==> src/rtl/wosb_defines.svh <==
`ifndef WOSB_DEFINES_SVH
`define WOSB_DEFINES_SVH

// register indices; byte address is four times the index
`define WOSB_IDX_FIRST_DMA_REQ 8'h80
`define WOSB_IDX_FIRST_DMA_MASK 8'h81
`define WOSB_IDX_FIRST_DMA_MODE 8'h82
`define WOSB_IDX_FIRST_DMA_BPTR 8'h83
`define WOSB_IDX_FIRST_DMA_MCLR 8'h84
`define WOSB_IDX_FIRST_DMA_MSKCLR 8'h85
`define WOSB_IDX_TIMER_CMD 8'h86
`define WOSB_IDX_CMOS_NMI 8'h87
`define WOSB_IDX_SECOND_DMA_REQ 8'h88
`define WOSB_IDX_SECOND_DMA_MASK 8'h89
`define WOSB_IDX_SECOND_DMA_MODE 8'h8A
`define WOSB_IDX_SECOND_DMA_BPTR 8'h8B
`define WOSB_IDX_SECOND_DMA_MSKCLR 8'h8C
`define WOSB_IDX_SECOND_DMA_CLR 8'h8D
`define WOSB_IDX_COPROC_ERR 8'h8E
`define WOSB_IDX_EXT_CMOS_ADDR 8'h8F
`define WOSB_IDX_SNOOP_ENABLE 8'hA0
`define WOSB_IDX_UPDATE_FLAGS 8'hA1

// index field inside the byte address
`define WOSB_IDX_LSB 2
`define WOSB_IDX_MSB 9
`define WOSB_BANK_NIBBLE 4'h8
`define WOSB_SLOT_COUNT 16

// fields of the combined cmos address / nmi copy
`define WOSB_NMI_BIT 7
`define WOSB_CMOS_ADDR_MSB 6

`define WOSB_SHADOW_RESET 8'h00
`define WOSB_SNOOP_ENABLE_RESET 16'hFFFF
`define WOSB_FLAGS_RESET 16'h0000
`define WOSB_ZERO_WORD 32'h0000_0000

`endif

==> src/rtl/wosb_pkg.sv <==
package wosb_pkg;

  typedef enum logic [1:0] {
    WOSB_ST_IDLE = 2'b00,
    WOSB_ST_DONE = 2'b01
  } wosb_state_t;

  typedef logic [7:0] wosb_byte_t;
  typedef logic [3:0] wosb_slot_t;

endpackage : wosb_pkg

==> src/rtl/wosb_bank.sv <==
// Added by the designer: register access over APB.
`timescale 1ns/100ps
`include "wosb_defines.svh"

// Functional notes
// keep readable copies of write-only register values for read-modify-write.
// index 80h returns last byte written to first dma request register.
// index 81h returns last byte written to first dma single mask register.
// index 82h returns last byte written to first dma mode register.
// index 83h returns last byte written to first dma byte-pointer clear.
// index 84h returns last byte written to first dma master clear.
// index 85h returns last byte written to first dma clear-all-masks.
// index 86h returns last byte written to timer 1 command/mode register.
// index 87h combines last nmi mask value and last accessed cmos address.
// index 88h returns last byte written to second dma request register.
// index 89h returns last byte written to second dma single mask register.
// index 8Ah returns last byte written to second dma mode register.
// index 8Bh returns last byte written to second dma byte-pointer clear.
// index 8Ch returns last byte written to second dma mask clear register.
// index 8Dh returns last byte written to second dma clear register.
// index 8Eh returns last byte written to coprocessor error register.
// index 8Fh returns last byte written to extended cmos address register.
// shadow updates with the write-only register write; direct writes touch copy only.
module wosb_bank
  import wosb_pkg::*;
#(
  parameter int ADDR_W = 12
) (
  input wire logic clk,
  input wire logic rst_n,
  input wire logic psel,
  input wire logic penable,
  input wire logic pwrite,
  input wire logic [ADDR_W-1:0] paddr,
  input wire logic [31:0] pwdata,
  input wire logic [3:0] pstrb,
  output logic [31:0] prdata,
  output logic pready,
  output logic pslverr,
  input wire logic wo_write_valid,
  input wire logic [3:0] wo_write_slot,
  input wire logic [7:0] wo_write_data,
  input wire logic cmos_access_valid,
  input wire logic [6:0] cmos_access_addr
);

  localparam int SLOTS = `WOSB_SLOT_COUNT;

  wosb_state_t state;
  wosb_byte_t shadow [SLOTS];
  logic [SLOTS-1:0] snoop_enable;
  logic [SLOTS-1:0] update_flags;
  logic [SLOTS-1:0] hw_hit;
  logic [SLOTS-1:0] sw_hit;
  logic [SLOTS-1:0] next_flags;
  logic req_access;
  logic commit;
  logic wr_commit;
  logic addr_in_bank;
  logic addr_is_enable;
  logic addr_is_flags;
  logic addr_mapped;
  wosb_slot_t addr_slot;
  logic [31:0] next_rdata;
  logic [31:0] next_prdata;
  logic next_ready;
  logic next_err;
  wosb_byte_t next_shadow [SLOTS];

  // bits above the index field must be clear, else the word aliases higher space
  function automatic logic wosb_high_clear(input logic [ADDR_W-1:0] a);
    logic hi_zero;
    hi_zero = 1'b1;
    for (int i = `WOSB_IDX_MSB + 1; i < ADDR_W; i++) begin
      if (a[i]) begin
        hi_zero = 1'b0;
      end
    end
    return hi_zero;
  endfunction : wosb_high_clear

  // index match; upper bits must be zero so aliases stay unmapped
  function automatic logic wosb_is_index(input logic [ADDR_W-1:0] a, input logic [7:0] idx);
    return wosb_high_clear(a) && (a[1:0] == 2'b00) && (a[`WOSB_IDX_MSB:`WOSB_IDX_LSB] == idx);
  endfunction : wosb_is_index

  // slot of an index inside the bank
  function automatic wosb_slot_t wosb_slot_of(input logic [7:0] idx);
    return idx[3:0];
  endfunction : wosb_slot_of

  function automatic logic wosb_in_bank(input logic [ADDR_W-1:0] a);
    logic [7:0] idx;
    idx = {`WOSB_BANK_NIBBLE, a[`WOSB_IDX_LSB+3:`WOSB_IDX_LSB]};
    return wosb_is_index(a, idx);
  endfunction : wosb_in_bank

  // slot numbers of the documented copies
  localparam wosb_slot_t SLOT_FIRST_DMA_REQ = wosb_slot_of(`WOSB_IDX_FIRST_DMA_REQ);
  localparam wosb_slot_t SLOT_FIRST_DMA_MASK = wosb_slot_of(`WOSB_IDX_FIRST_DMA_MASK);
  localparam wosb_slot_t SLOT_FIRST_DMA_MODE = wosb_slot_of(`WOSB_IDX_FIRST_DMA_MODE);
  localparam wosb_slot_t SLOT_FIRST_DMA_BPTR = wosb_slot_of(`WOSB_IDX_FIRST_DMA_BPTR);
  localparam wosb_slot_t SLOT_FIRST_DMA_MCLR = wosb_slot_of(`WOSB_IDX_FIRST_DMA_MCLR);
  localparam wosb_slot_t SLOT_FIRST_DMA_MSKCLR = wosb_slot_of(`WOSB_IDX_FIRST_DMA_MSKCLR);
  localparam wosb_slot_t SLOT_TIMER_CMD = wosb_slot_of(`WOSB_IDX_TIMER_CMD);
  localparam wosb_slot_t SLOT_CMOS_NMI = wosb_slot_of(`WOSB_IDX_CMOS_NMI);
  localparam wosb_slot_t SLOT_SECOND_DMA_REQ = wosb_slot_of(`WOSB_IDX_SECOND_DMA_REQ);
  localparam wosb_slot_t SLOT_SECOND_DMA_MASK = wosb_slot_of(`WOSB_IDX_SECOND_DMA_MASK);
  localparam wosb_slot_t SLOT_SECOND_DMA_MODE = wosb_slot_of(`WOSB_IDX_SECOND_DMA_MODE);
  localparam wosb_slot_t SLOT_SECOND_DMA_BPTR = wosb_slot_of(`WOSB_IDX_SECOND_DMA_BPTR);
  localparam wosb_slot_t SLOT_SECOND_DMA_MSKCLR = wosb_slot_of(`WOSB_IDX_SECOND_DMA_MSKCLR);
  localparam wosb_slot_t SLOT_SECOND_DMA_CLR = wosb_slot_of(`WOSB_IDX_SECOND_DMA_CLR);
  localparam wosb_slot_t SLOT_COPROC_ERR = wosb_slot_of(`WOSB_IDX_COPROC_ERR);
  localparam wosb_slot_t SLOT_EXT_CMOS_ADDR = wosb_slot_of(`WOSB_IDX_EXT_CMOS_ADDR);

  assign addr_in_bank = wosb_in_bank(paddr);
  assign addr_is_enable = wosb_is_index(paddr, `WOSB_IDX_SNOOP_ENABLE);
  assign addr_is_flags = wosb_is_index(paddr, `WOSB_IDX_UPDATE_FLAGS);
  assign addr_mapped = addr_in_bank || addr_is_enable || addr_is_flags;
  assign addr_slot = paddr[`WOSB_IDX_LSB+3:`WOSB_IDX_LSB];

  // first access cycle is taken, the answer follows one edge later
  assign req_access = psel && penable && !pready;
  assign commit = psel && penable && pready;
  assign wr_commit = commit && pwrite && addr_mapped;

  // read mux, one copy per documented index
  always_comb begin
    next_rdata = `WOSB_ZERO_WORD;
    if (addr_in_bank) begin
      case (addr_slot)
        SLOT_FIRST_DMA_REQ: begin
          next_rdata[7:0] = shadow[addr_slot];
        end
        SLOT_FIRST_DMA_MASK: begin
          next_rdata[7:0] = shadow[addr_slot];
        end
        SLOT_FIRST_DMA_MODE: begin
          next_rdata[7:0] = shadow[addr_slot];
        end
        SLOT_FIRST_DMA_BPTR: begin
          next_rdata[7:0] = shadow[addr_slot];
        end
        SLOT_FIRST_DMA_MCLR: begin
          next_rdata[7:0] = shadow[addr_slot];
        end
        SLOT_FIRST_DMA_MSKCLR: begin
          next_rdata[7:0] = shadow[addr_slot];
        end
        SLOT_TIMER_CMD: begin
          next_rdata[7:0] = shadow[addr_slot];
        end
        SLOT_CMOS_NMI: begin
          next_rdata[7:0] = shadow[addr_slot];
        end
        SLOT_SECOND_DMA_REQ: begin
          next_rdata[7:0] = shadow[addr_slot];
        end
        SLOT_SECOND_DMA_MASK: begin
          next_rdata[7:0] = shadow[addr_slot];
        end
        SLOT_SECOND_DMA_MODE: begin
          next_rdata[7:0] = shadow[addr_slot];
        end
        SLOT_SECOND_DMA_BPTR: begin
          next_rdata[7:0] = shadow[addr_slot];
        end
        SLOT_SECOND_DMA_MSKCLR: begin
          next_rdata[7:0] = shadow[addr_slot];
        end
        SLOT_SECOND_DMA_CLR: begin
          next_rdata[7:0] = shadow[addr_slot];
        end
        SLOT_COPROC_ERR: begin
          next_rdata[7:0] = shadow[addr_slot];
        end
        SLOT_EXT_CMOS_ADDR: begin
          next_rdata[7:0] = shadow[addr_slot];
        end
        default: begin
          next_rdata = `WOSB_ZERO_WORD;
        end
      endcase
    end else if (addr_is_enable) begin
      next_rdata[SLOTS-1:0] = snoop_enable;
    end else if (addr_is_flags) begin
      next_rdata[SLOTS-1:0] = update_flags;
    end
  end

  always_ff @(posedge clk or negedge rst_n) begin
    if (!rst_n) begin
      state <= WOSB_ST_IDLE;
    end else begin
      case (state)
        WOSB_ST_IDLE: begin
          if (req_access) begin
            state <= WOSB_ST_DONE;
          end
        end
        WOSB_ST_DONE: begin
          state <= WOSB_ST_IDLE;
        end
        default: begin
          state <= WOSB_ST_IDLE;
        end
      endcase
    end
  end

  // answer only from idle; an access held on past pready is answered again every second cycle
  always_comb begin
    next_ready = 1'b0;
    if ((state == WOSB_ST_IDLE) && req_access) begin
      next_ready = 1'b1;
    end
  end

  // registered answer keeps every bus output on a flop
  always_ff @(posedge clk or negedge rst_n) begin
    if (!rst_n) begin
      pready <= 1'b0;
    end else begin
      pready <= next_ready;
    end
  end

  // captured at the first access edge; a snoop in the answer cycle is missed
  always_comb begin
    next_prdata = prdata;
    if (req_access && !pwrite) begin
      next_prdata = next_rdata;
    end else if (commit) begin
      next_prdata = `WOSB_ZERO_WORD;
    end
  end

  always_ff @(posedge clk or negedge rst_n) begin
    if (!rst_n) begin
      prdata <= `WOSB_ZERO_WORD;
    end else begin
      prdata <= next_prdata;
    end
  end

  always_comb begin
    next_err = pslverr;
    if (req_access) begin
      next_err = !addr_mapped;
    end else if (commit) begin
      next_err = 1'b0;
    end
  end

  always_ff @(posedge clk or negedge rst_n) begin
    if (!rst_n) begin
      pslverr <= 1'b0;
    end else begin
      pslverr <= next_err;
    end
  end

  // hardware snoop and software write hits per slot
  generate
    for (genvar s = 0; s < SLOTS; s++) begin : g_hit
      assign hw_hit[s] = snoop_enable[s] && wo_write_valid && (wo_write_slot == 4'(s));
      assign sw_hit[s] = wr_commit && addr_in_bank && pstrb[0] && (addr_slot == 4'(s));
    end
  endgenerate

  // copies of the write-only registers
  generate
    for (genvar s = 0; s < SLOTS; s++) begin : g_shadow
      if (s == SLOT_CMOS_NMI) begin : g_cmos
        // a full port write carries the address too, so it beats a bare access
        always_comb begin
          next_shadow[s] = shadow[s];
          if (hw_hit[s]) begin
            next_shadow[s] = wo_write_data;
          end else if (snoop_enable[s] && cmos_access_valid) begin
            next_shadow[s][`WOSB_CMOS_ADDR_MSB:0] = cmos_access_addr;
          end else if (sw_hit[s]) begin
            next_shadow[s] = pwdata[7:0];
          end
        end
      end else begin : g_plain
        // hardware copy wins a same-cycle clash with software
        always_comb begin
          next_shadow[s] = shadow[s];
          if (hw_hit[s]) begin
            next_shadow[s] = wo_write_data;
          end else if (sw_hit[s]) begin
            next_shadow[s] = pwdata[7:0];
          end
        end
      end
      always_ff @(posedge clk or negedge rst_n) begin
        if (!rst_n) begin
          shadow[s] <= `WOSB_SHADOW_RESET;
        end else begin
          shadow[s] <= next_shadow[s];
        end
      end
    end
  endgenerate

  // software may freeze a copy while it edits it
  always_ff @(posedge clk or negedge rst_n) begin
    if (!rst_n) begin
      snoop_enable <= `WOSB_SNOOP_ENABLE_RESET;
    end else if (wr_commit && addr_is_enable) begin
      if (pstrb[0]) begin
        snoop_enable[7:0] <= pwdata[7:0];
      end
      if (pstrb[1]) begin
        snoop_enable[15:8] <= pwdata[15:8];
      end
    end
  end

  // sticky update flags, write one to clear, set wins over clear
  always_comb begin
    next_flags = update_flags;
    if (wr_commit && addr_is_flags) begin
      if (pstrb[0]) begin
        next_flags[7:0] = next_flags[7:0] & ~pwdata[7:0];
      end
      if (pstrb[1]) begin
        next_flags[15:8] = next_flags[15:8] & ~pwdata[15:8];
      end
    end
    next_flags[SLOT_CMOS_NMI] = next_flags[SLOT_CMOS_NMI] || (snoop_enable[SLOT_CMOS_NMI] && cmos_access_valid);
    next_flags = next_flags | hw_hit;
  end

  always_ff @(posedge clk or negedge rst_n) begin
    if (!rst_n) begin
      update_flags <= `WOSB_FLAGS_RESET;
    end else begin
      update_flags <= next_flags;
    end
  end

endmodule : wosb_bank

==> config.mk <==
export PLATFORM = sky130hd
export DESIGN_NAME = wosb_bank
export DESIGN_NICKNAME = d
export VERILOG_FILES = /design/src/rtl/wosb_pkg.sv /design/src/rtl/wosb_bank.sv
export VERILOG_INCLUDE_DIRS = /design/src /design/src/rtl
export SDC_FILE = /design/constraint.sdc
export NUM_CORES = 1
export LEC_CHECK = 0
export BUFFER_PORTS_ARGS = -buffer_cell sky130_fd_sc_hd__clkbuf_2
export CORE_UTILIZATION = 58
export DETAILED_ROUTE_END_ITERATION = 10
export GPL_ROUTABILITY_DRIVEN = 1
export MAX_ROUTING_LAYER = met4
export PLACE_DENSITY = 0.79
export SLEW_MARGIN = 25
export SYNTH_ARGS = -nofsm -noshare
export SYNTH_HDL_FRONTEND = slang
export SYNTH_SLANG_ARGS = --single-unit
==> constraint.sdc <==
create_clock -name clk -period 2.3 [get_ports clk]
set_input_delay 0.23 -clock clk [delete_from_list [all_inputs] [get_ports clk]]
set_output_delay 0.23 -clock clk [all_outputs]
set_load 0.05 [all_outputs]
---- Word-level counts from Yosys, hierarchy flattened ----
Index checks and enable logic that the tools add are counted.
W data, S select, Z words.
word-level totals
  memory bits (read-only) ................. 0
  register bits ........................... 196
  bits of input ports ..................... 74
  latch bits .............................. 0
  output and inout port bits .............. 34
  memories kept ........................... 0
  bits in writable memories ............... 0
cells by class
  reduce and logical (&&, ||, !) cells .... 97
  magnitude comparators ................... 1
  add/subtract/negate cells ............... 0
  eq/ne operators ......................... 35
  mux-type cells .......................... 53
  multiply operators ...................... 0
  shift operators ......................... 0
  divide/modulo/power cells ............... 0
  bitwise logic cells ..................... 6
operator list
  kind                  number
  $mux W8               37
  $eq A4 B4 Y1 const B  17
  $logic_and A1 B1 Y1   64
  $mux W16              4
  $mux W32              2
  $reduce_bool A2 Y1    18
  $bmux W8 S4           1
  $eq A4 B3 Y1 const B  8
  $and A8 B8 Y8         2
  $eq A4 B2 Y1 const B  4
  $eq A8 B8 Y1 const B  2
  $not A8 Y8            2
  $or A16 B16 Y16       1
  $reduce_or A16 Y1     1
  $eq A4 B1 Y1 const B  2
  $logic_not A4 Y1      2
  $mux W7               1
  $mux W1               6
  $reduce_and A2 Y1     3
  $ge A5 B5 Y1 const B  1
  $not A4 Y5            1
  $logic_not A2 Y1      2
  $mux W2               2
  $ne A2 B2 Y1 const B  2
  other kinds (3)       7

---- Longest topological paths before layout ----
Gate-level depths: netlist of run 1.
  word-level depth ........................ 13
  mapped depth ............................ 8
  gate-level depth less buffers ........... 5

---- Worst setup path before layout of run 1 ----
Ideal clock, no wire load.
  path kind ............................... reg2reg
  start ................................... register pready
  end ..................................... register shadow[64] in the netlist's numbering
  setup time .............................. 123 ps
  path buffers ............................ 1
  setup slack ............................. 141 ps
  cell stages (with the launch flop) ...... 7
  arrival time ............................ 2036 ps
  data required time ...................... 2177 ps
  cell sequence ........................... dfrtp_1 -> and4_1 -> buf_4 -> nand2_1 -> nor4_2 -> nand2b_1 -> o221a_2
on the way
  longest elaborated chain between the ends .. 7
ends and longest elaborated chain
  item                               RTL line          RTL
  start: declaration                 wosb_bank.sv:38   output logic pready,
  start signal: assignment           wosb_bank.sv:224  pready <= next_ready;
  $logic_and A1 B1 Y1                wosb_bank.sv:124  assign commit = psel && penable && pready;
  $logic_and A1 B1 Y1 (2 in series)  wosb_bank.sv:125  assign wr_commit = commit && pwrite && addr_mapped;
  $logic_and A1 B1 Y1 (3 in series)  wosb_bank.sv:267  assign sw_hit[s] = wr_commit && addr_in_bank && pstrb[0] && (addr_slot == 4'(s));
  $reduce_bool A3 Y1 (no line)       -
  end signal: indexed assignment     wosb_bank.sv:299  shadow[s] <= `WOSB_SHADOW_RESET;
  end signal: indexed assignment     wosb_bank.sv:301  shadow[s] <= next_shadow[s];
  end: declaration                   wosb_bank.sv:50   wosb_byte_t shadow [SLOTS];
Every way passes these cells.
A chain may end at the register's enable or synchronous reset.

---- Worst setup path after layout of run 1 ----
  start ................................... register pready
  end ..................................... register shadow[80] in the netlist's numbering
on the way
  longest elaborated chain between the ends .. 7
ends and longest elaborated chain
  item                               RTL line
  $logic_and A1 B1 Y1                wosb_bank.sv:124
  $logic_and A1 B1 Y1 (2 in series)  wosb_bank.sv:125
  $logic_and A1 B1 Y1 (3 in series)  wosb_bank.sv:267
  $reduce_bool A2 Y1 (no line)       -
Every way passes these cells.

==> results of run 1 <==
cell usage in the layout, fill, tap and decap left out, drive strengths merged, types with 9 or more instances in the layout:
| cell | instances |
|---|---|
| conb | 16 |
| a31oi | 48 |
| mux2 | 48 |
| dfstp | 16 |
| buf | 34 |
| nand3 | 24 |
| a21oi | 72 |
| inv | 9 |
| dfrtp | 163 |
| a221o | 10 |
| and2 | 9 |
| o21ai | 31 |
| nand2 | 170 |
| mux4 | 16 |
| nor2 | 145 |
| clkbuf | 90 |
| mux2i | 73 |
critical path, delay by kind of cell (launching register included):
family	cells	cell delay (ns)
AOI/OAI and AO/OA	1	0.09
DFF	1	0.46
and+or+nand+nor	3	1.23
muxes	1	0.27
cell usage after synthesis, types with 4 or more instances:
library cell,n
and4_1,5
mux2i_1,73
mux4_2,16
and2_1,9
buf_4,17
o221ai_1,8
a211oi_1,8
nand3_1,24
mux2_4,8
o22ai_1,8
a31oi_1,48
clkbuf_1,58
o221a_2,7
dfrtp_1,163
mux2_2,40
nand4_1,4
buf_2,14
buf_1,9
a21oi_1,72
dfstp_2,16
o21ai_0,31
a21bo_2,8
a221o_1,10
a22oi_1,8
nand2_1,168
nor2_1,144
nor2b_1,6
where the power goes:
part           switching (µW)  total [µW]  internal, µW  leakage, µW
Clock                    1380        3150          1780     0.000312
Sequential               4.92        3160          3150      0.00244
Combinational             373         483           109      0.00279
routing by layer:
| layer | part of all wire (%) | vias up |
|---|---|---|
| met4 | 2.5 | 0 |
| li1 | - | 3628 |
| met1 | 42 | 3951 |
| met3 | 11 | 59 |
| met2 | 45 | 454 |
| met5 | 0 | - |
repair_timing:
action,in CTS,in global routing
endpoints found under the setup margin,0,17
gates resized for setup,0,1
endpoints found under the hold margin,44,0
hold buffers,1,0
stage by stage:
step / total power (µW) / setup slack [ns]
after floorplan: 3490 / 0.141
after global placement: 3680 / 0.196
after detailed placement: 3690 / 0.143
after CTS: 6800 / 0.107
after global routing: 6980 / -0.0156
final: 6790 / 0.115
registers in the layout, indices dropped and copies added, names as in the netlist:
signal	flops
snoop_enable	16
prdata	16
pready	1
update_flags	16
pslverr	1
state	1
shadow	128
area by class of cell:
cell class	count	area (µm²)
sequential	179	4500
clock inverter	14	186
timing repair buffer	107	679
clock buffer	18	439
multi-input combinational	750	4750
inverter	1	3.75
fill	1213	5230
tap	216	270
cell families (layout without fill, tap and decap cells):
group,count (synthesis),in the layout,share of synthesized area (%)
DFF,179,179,46.5
and+or+nand+nor,385,385,17.3
buffers and inverters,102,140,4.97
other,1,16,0.0388
muxes,137,137,17.2
AOI/OAI and AO/OA,212,212,14.0
worst max-delay path by stage:
stage / start / end / slack [ns]
after floorplan: pready / shadow[64] / 0.14
after detailed placement: pready / shadow[107] / 0.14
after global routing: pready / shadow[56] / -0.02
after global placement: pready / shadow[101] / 0.20
final: pready / shadow[80] / 0.12
after CTS: pready / shadow[100] / 0.11
==> metrics.yaml, run 1 <==
slew_viol_final: 0
power_density_nw_per_um2: 627
ys_warn_count: 0
die_width_um: 131
h-tree-depth: 4
antenna_cells: 0
drtAntennaViolNets: 0
insertion_delay_ns: 0.44
fin_nets: 1130
vias: 8092
port_buffers: 73
gp_congestion: 0.906
critPathArrivalTime_ns: 2.50
timing.setup.tns_ns: 0
critPathMaxFanout: 8
reg2reg_slack_ns: 0.12
reg2reg_to: "shadow[80]"
wirelength_mm: 27.5
post-cts-setup-buffer-count: 0
min_delay_path_depth: 2
postPlaceCellArea_um2: 10200
skew_ns: 0.00998
die-area_um2: 17200
stdcell_area_um2: 10800
synth_edf_count: 0
rows: 46
layout.cells.non_filler: 1285
reg2reg_depth: 5
ys_ff_latch: 179
cts_tree: "yes"
grt_pass1_wl_mm: 43.3
wl_per_cell_um: 21.4
hp-start: "pwdata[12]"
holdPathEnd: "snoop_enable[12]"
clock_tree.root_cell: "clkbuf_16"
synthToLayoutAreaGrowth_pct: 12.0
grt_pass1_vias: 7754
antenna_found_initial: 0
fin_crit_sh_pct: 95.0
globalRouteMet1Util_pct: 46.3
grt_use_met3_pct: 7.37
dp_hpwl_mm: 18.2
critPathLaunchType: "flop"
gr-usage-all-layers_pct: 34.2
synth_top_cell_area_share_pct: 42.2
cp.required_ns: 2.61
drtIter0Drc: 877
dp.cells: 1252
synth-async-reset-ratio_pct: 100
cts_sinks: 179
seq_area_frac_synth_pct: 46.5
max_cap_viol_count: 0
drive_above_1_share_pct: 22.9
grt-ovfl-total: 0
final_util_pct: 67.4
initial_core_util_pct: 60.2
drc: 0
cts_buffer_depth: 2
worstPathCellList: "nand4_1, nor2_1, nand2_1, mux2i_1, a21oi_1"
grt_max_degree: 54
synth_cell_type_count: 52
period_minus_slack_ns: 2.18
die_h_um: 131
vias_per_cell: 6.30
ys.flop_type: "dfrtp_1"
r2r_start: "pready"
core_area_um2: 16100
synth_top_area_cell: "dfrtp_1"
crit_path_end_kind: "flop"
busiest_layer: "met2"
drtPass1Iterations: 5
netlist_top_cells_area: "dfrtp_1 42%, mux2i_1 7.6%, nand2_1 6.5%"
ios: 108
hold_ws_ns: 0.0356
syn_avg_cell_area_um2: 9.52
relSlewSlack_pct: 54.2
setup_viol: 0
crit_slowest_cell: "dfrtp_1"
max_clock_freq_mhz: 458
cts_buffers: 17
netlist_area_um2: 9670
grt.met2_usage_pct: 51.0
crit_type: "reg -> reg"
rsz0062_at_grt: "yes"
path_clk_slew_ns: 0.08
slowest_delay_ns: 0.46
p_leak_uw: 0.00554
hold_violations: 0
worst_pin_slew_ns: 0.686
synthCells: 1016
ir_drop_mv: 0.590
worstHoldPathType: "in -> reg"
status: "completed"
No activity file was read; power rests on OpenSTA's default activity.
==> inputs of run 2 (changes only) <==
ABC_AREA = 1   (was unset)
PLACE_DENSITY = 0.78   (was 0.79)
==> run 2 against run 1 <==
- largest cell class unchanged
- clock skew about the same
- final area up 15%
- critical path depth grew 3
- final cell count increased by 56%
- via count grew 38%
- combinational power grew 60%
- hold slack lost 0.024 ns
==> metrics.yaml, run 2 <==
h-tree-depth: 4  # unchanged
synth_cell_type_count: 32  # was 52
die-area_um2: 19800  # was 17,200 µm²
hold_violations: 0  # unchanged
gp_congestion: 0.969  # was 0.906
largest_reg_flops: 128  # unchanged
wl_met1_mm: 14.0  # was 11.4 mm
wl_per_cell_um: 16.5  # was 21.4 µm
ys.flop_type: "dfrtp_1"  # unchanged
max_cap_viol_count: 0  # unchanged
grt_max_degree: 68  # was 54
critPathLaunchType: "flop"  # unchanged
rsz0062_at_grt: "no"  # was yes
clock_tree.root_cell: "clkbuf_16"  # unchanged
cts_tree: "yes"  # unchanged
rows: 50  # was 46
synth_top_cell_area_share_pct: 36.5  # was 42.2%
drtIter0Drc: 1113  # was 877
port_buffers: 73  # unchanged
timing.setup.tns_ns: 0  # unchanged
final_common_cell: "nand2_1"  # unchanged
ys_ff_latch: 179  # unchanged
power_density_nw_per_um2: 553  # was 627 nW/µm²
synth_edf_count: 0  # unchanged
met2_length_mm: 14.9  # was 12.5 mm
synth_most_common_cell: "nand2_1"  # unchanged
syn_avg_cell_area_um2: 6.53  # was 9.52 µm²
core_area_um2: 18800  # was 16,100 µm²
grt_pass1_vias: 10000  # was 7,754
hold_ws_ns: 0.0112  # was 0.0356 ns
vias: 11100  # was 8,092
drtAntennaViolNets: 0  # unchanged
initial_core_util_pct: 59.5  # was 60.2%
grt-ovfl-total: 0  # unchanged
drc: 0  # unchanged
synth-compound-area-share_pct: 9.80  # was 14.0%
period_minus_slack_ns: 2.03  # was 2.18 ns
reg2reg_slack_ns: 0.27  # was 0.12 ns
mostFrequentLayoutCells: "799 x nand2_1, 178 x o21ai_0, 174 x inv_1"  # was 168 x nand2_1, 163 x dfrtp_1, 144 x nor2_1
seq_area_frac_synth_pct: 40.3  # was 46.5%
seqCellArea_um2: 4500  # unchanged
drive_above_1_share_pct: 12.0  # was 22.9%
p_leak_uw: 0.00698  # was 0.00554 µW
wirelength_mm: 33.2  # was 27.5 mm
fillers: 1697  # was 1,213
netlist_top_cells_area: "dfrtp_1 37%, nand2_1 27%, o21ai_0 8.0%"  # was dfrtp_1 42%, mux2i_1 7.6%, nand2_1 6.5%
routed.top_layer: "met4"  # unchanged
fin_nets: 1836  # was 1,130
vias_per_cell: 5.55  # was 6.30
synth-async-reset-ratio_pct: 100  # unchanged
synthAdderAreaFrac_pct: 0  # unchanged
wl_met3_mm: 2.94  # was 2.90 mm
critPathMaxFanout: 14  # was 8
max_clock_freq_mhz: 493  # was 458 MHz
ir_drop_mv: 0.473  # was 0.590 mV
grt_pass1_wl_mm: 52.8  # was 43.3 mm
synth_common_cells: "799 x nand2_1, 178 x o21ai_0, 175 x inv_1, 163 x dfrtp_1, 129 x nand3_1"  # was 168 x nand2_1, 163 x dfrtp_1, 144 x nor2_1, 73 x mux2i_1, 72 x a21oi_1
insertion_delay_ns: 0.45  # was 0.44 ns
relSlewSlack_pct: 46.1  # was 54.2%
crit_type: "reg -> reg"  # unchanged
cts_buffers: 17  # unchanged
dp_hpwl_mm: 22.2  # was 18.2 mm
multi_input_area_um2: 5540  # was 4750 µm²
gr-usage-all-layers_pct: 36.0  # was 34.2%
synthCells: 1710  # was 1,016
worst_pin_slew_ns: 0.808  # was 0.686 ns
post-cts-setup-buffer-count: 0  # unchanged
skew_ns: 0.0103  # was 0.00998 ns
synthSimpleGateAreaFrac_pct: 39.3  # was 17.3%
drtPass1Iterations: 5  # unchanged
critPathArrivalTime_ns: 2.38  # was 2.50 ns
cp.required_ns: 2.65  # was 2.61 ns
largest-register: "shadow"  # unchanged
setup_viol: 0  # unchanged
synth_top_area_cell: "dfrtp_1"  # unchanged
synth-xor-area-share_pct: 0  # unchanged
slew_viol_final: 0  # unchanged
worstHoldPathType: "in -> reg"  # unchanged
antenna_found_initial: 0  # unchanged
path_clk_slew_ns: 0.07  # was 0.08 ns
fin_crit_sh_pct: 88.2  # was 95.0%
ios: 108  # unchanged
synth_top_family_by_area: "simple AND/OR/NAND/NOR gates"  # unchanged
cts_buffer_depth: 2  # unchanged
ys_warn_count: 0  # unchanged
reg2reg_depth: 8  # was 5
netlist_area_um2: 11200  # was 9670 µm²
cts_sinks: 179  # unchanged
antenna_cells: 0  # unchanged
crit_path_end_kind: "flop"  # unchanged
synthMuxAreaShare_pct: 0  # was 17.2%
synthToLayoutAreaGrowth_pct: 11.4  # was 12.0%
die_width_um: 141  # was 131 µm
min_delay_path_depth: 3  # was 2
total_power_uw: 6870  # was 6790 µW
die_h_um: 141  # was 131 µm
status: "completed"  # unchanged
-- run 2: cell count changes in the layout (fill, tap and decap cells not counted), sizes merged, moves of 15 or more --
cell   previous run  this run
buf              34        49
nand2           170       808
nor2            145        63
mux2i            73         0
a21oi            72         0
mux4             16         0
o21ai            31       192
nand3            24       146
a31oi            48         0
mux2             48         0
inv               9       187
-- run 2: kinds of logic (layout without fill, tap and decap cells) --
| kind of cell | after synthesis | after routing |
|---|---|---|
| simple gates | 1033 | 1033 |
| buf+inv | 287 | 337 |
| flops | 179 | 179 |
| compound gates | 210 | 210 |
| other cells | 1 | 16 |
-- run 2: layer usage --
layer  track usage, %  vias to the layer above
li1                 -                     5367
met4             16.1                        0
met3             6.35                      101
met1             48.0                     5136
met2             53.9                      536
met5                -                        -
-- run 2: final timing paths --
path | from | to
worst max-delay path | pready | shadow[70]
worst min-delay path | pwdata[13] | snoop_enable[13]
worst max register to register | pready | shadow[70]
worst min register to register | state[0] | state[0]
max in group asynchronous | rst_n | shadow[78]
min in group asynchronous | rst_n | update_flags[5]
-- run 2: worst max-delay path, cell delays in order, from the launching register on --
cell and delay, ns:
dfrtp_1 0.40, inv_2 0.07, nor3_4 0.27, nand2_1 0.20, nor2_8 0.31, nand2_1 0.09
nand2_1 0.39, nand2_1 0.09, o21ai_1 0.11
-- run 2: power breakdown --
part / switching [µW] / leakage, µW / internal [µW]
registers: 6.76 / 0.00228 / 3160
logic: 576 / 0.00443 / 198
clock network: 1380 / 0.000270 / 1550
-- run 2: final cells by class --
cell class                 count  share of cell area (%)
inverter                     182                    5.51
clock buffer                  18                    3.53
tap                          234                    2.36
sequential                   179                    36.2
clock inverter                14                    1.15
timing repair buffer         123                    6.65
multi-input combinational   1259                    44.6
-- run 2: metrics by stage --
stage / utilization, % / instance area (µm²) / setup WS [ns] / cells
floorplan: - / 11200 / 0.339 / 1725
global placement: 63.0 / 11800 / 0.329 / 1975
detailed placement: 63.0 / 11800 / 0.286 / 1975
CTS: 66.2 / 12400 / 0.308 / 2009
global route: 66.2 / 12400 / 0.0633 / 2009
finish: 66.2 / 12400 / 0.270 / 2009
-- run 2: timing repair --
item / CTS / global route
hold buffers: 2 / 0
hold endpoints to repair: 56 / 0
gates resized for setup: 0 / 0
==> inputs of run 3 (changes only) <==
REMOVE_ABC_BUFFERS = 1   (was unset)
==> run 3 against run 2 <==
- first-iteration DRC count up 19%
- non-clock buffer count fell by 1
- via count up 0.11%
- sequential share of layout area down 0.14 points
- final cell count barely moved
- wire length increased by 4.4%
- count of clock-buffer cells in the layout grew 1
- sequential power about the same
- die area is the same
- largest cell class unchanged
- largest power group is now clock
==> metrics.yaml, run 3 (same netlist as run 2, synthesis figures left out) <==
cts_tree: "yes"  # unchanged
fin_crit_sh_pct: 86.9  # was 88.2%
die-area_um2: 19800  # unchanged
gr-usage-all-layers_pct: 37.8  # was 36.0%
status: "completed"  # unchanged
setup_viol: 0  # unchanged
cts_resized: 0  # unchanged
holdPathEnd: "snoop_enable[12]"  # was snoop_enable[13]
slew_viol_final: 0  # unchanged
worst_pin_slew_ns: 0.861  # was 0.808 ns
p_seq_share_pct: 43.8  # was 46.1%
critPathArrivalTime_ns: 2.37  # was 2.38 ns
layout.cells.non_filler: 2010  # was 2,009
dp_hpwl_mm: 22.9  # was 22.2 mm
largest-register: "shadow"  # unchanged
hold_ws_ns: 0.00357  # was 0.0112 ns
p_leak_uw: 0.00703  # was 0.00698 µW
crit_type: "reg -> reg"  # unchanged
reg2reg_to: "shadow[29]"  # was shadow[70]
cp.required_ns: 2.68  # was 2.65 ns
fillers: 1704  # was 1,697
die_width_um: 141  # unchanged
max_clock_freq_mhz: 500  # was 493 MHz
final_common_cell: "nand2_1"  # unchanged
multi_input_area_um2: 5540  # about the same
gp_congestion: 0.953  # was 0.969
h-tree-depth: 4  # unchanged
antenna_found_initial: 1  # was 0
crit_path_end_kind: "flop"  # unchanged
p_sw_uw: 1910  # was 1960 µW
fin_nets: 1835  # was 1,836
cts_sinks: 179  # unchanged
grt_pass1_wl_mm: 55.0  # was 52.8 mm
rows: 50  # unchanged
skew_ns: 0.0107  # was 0.0103 ns
p_int_uw: 5320  # was 4910 µW
hp-start: "pwdata[12]"  # was pwdata[13]
ios: 108  # unchanged
mostFrequentLayoutCells: "799 x nand2_1, 178 x o21ai_0, 174 x inv_1"  # unchanged
grt_max_degree: 68  # unchanged
power_density_nw_per_um2: 580  # was 553 nW/µm²
port_buffers: 73  # unchanged
core_area_um2: 18800  # unchanged
clock_tree.root_cell: "clkbuf_16"  # unchanged
min_delay_path_depth: 3  # unchanged
r2r_start: "pready"  # unchanged
vias: 11200  # was 11,100
cts_buffer_depth: 2  # unchanged
drtIter0Drc: 1327  # was 1,113
swShare_pct: 26.4  # was 28.6%
path_clk_slew_ns: 0.07  # about the same
worstHoldPathType: "in -> reg"  # unchanged
drive_above_1_share_pct: 11.9  # was 12.0%
hold_violations: 0  # unchanged
dp.cells: 1968  # was 1,975
grt-ovfl-total: 0  # unchanged
grt_pass1_vias: 10300  # was 10,000
max_cap_viol_count: 0  # unchanged
ir_drop_mv: 0.480  # was 0.473 mV
relSlewSlack_pct: 42.6  # was 46.1%
p_comb_share_pct: 10.9  # was 11.3%
drtAntennaViolNets: 0  # unchanged
period_minus_slack_ns: 2.00  # was 2.03 ns
critPathLaunchType: "flop"  # unchanged
drtPass1Iterations: 8  # was 5
die_h_um: 141  # unchanged
wirelength_mm: 34.7  # was 33.2 mm
synthToLayoutAreaGrowth_pct: 11.8  # was 11.4%
drc: 0  # unchanged
wl_per_cell_um: 17.2  # was 16.5 µm
reg2reg_slack_ns: 0.30  # was 0.27 ns
reg2reg_depth: 10  # was 8
cts_buffers: 17  # unchanged
seqCellArea_um2: 4500  # unchanged
vias_per_cell: 5.55  # about the same
clockPowerShare_pct: 45.3  # was 42.7%
initial_core_util_pct: 59.5  # unchanged
largest_reg_flops: 128  # unchanged
critPathMaxFanout: 13  # was 14
rsz0062_at_grt: "no"  # unchanged
insertion_delay_ns: 0.44  # was 0.45 ns
run 3: cell count changes in the layout (fill, tap and decap cells not counted), moves of 2 or more:
cell | previous run | this run
inv_8 | 2 | 0
clkinvlp_4 | 5 | 1
clkinv_2 | 1 | 4
diode_2 | 0 | 2
bufinv_16 | 1 | 5
inv_6 | 5 | 1
clkinv_4 | 1 | 3
run 3: critical path, stage by stage (launching register included):
cell and delay [ns]:
dfrtp_1 0.38, inv_2 0.06, nor3_4 0.21, nand2_1 0.18, nor2_8 0.30, buf_4 0.21, buf_4 0.14, nand3_4 0.14
nand2_4 0.18, nand2_1 0.07, nand2_1 0.05
run 3: worst max-delay path by stage:
stage,from,end
final,pready,shadow[29]
after global routing,snoop_enable[7],shadow[68]
after CTS,pready,shadow[62]
after detailed placement,paddr[11],shadow[58]
after global placement,pready,shadow[59]
after floorplan,paddr[2],snoop_enable[1]
run 3: stage by stage:
stage	utilization [%]	total power, µW	cell area (µm²)	setup slack [ns]	setup TNS (ns)
6_report	66.5	7230	12500	0.301	0
5_1_grt	66.5	7440	12500	0.174	0
4_1_cts	66.2	7230	12400	0.176	0
3_5_place_dp	62.6	3990	11800	0.205	0
3_3_place_gp	62.6	3990	11800	0.249	0
2_1_floorplan	-	3610	10700	-0.0718	-0.946
run 3: final cells by class:
type	count	share of cell area [%]
Clock buffer	19	3.55
Clock inverter	13	1.66
Timing Repair Buffer	122	6.45
Multi-Input combinational cell	1259	44.4
Antenna cell	2	0.0401
Tap cell	234	2.35
Sequential cell	179	36.1
Inverter	182	5.49
run 3: per-layer routing:
layer | track usage [%] | routed length, µm | vias to the layer above
met3 | 7.54 | 3490 | 108
met4 | 16.1 | 1450 | 0
met2 | 57.4 | 15600 | 594
met1 | 49.2 | 14100 | 5087
met5 | - | 0 | -
li1 | - | - | 5363
run 3: power groups by stage:
stage,registers [µW],logic (µW),clock network [µW]
after floorplan,3240,375,0
final,3170,791,3270
after CTS,3170,777,3280
after global routing,3160,861,3410
after detailed placement,3220,769,0
after global placement,3220,762,0
run 3: timing repair:
| action | in CTS | in global routing |
|---|---|---|
| hold endpoints to repair | 50 | 0 |
| setup buffers | 0 | 7 |
| setup endpoints to repair | 0 | 6 |
| hold buffers | 1 | 0 |
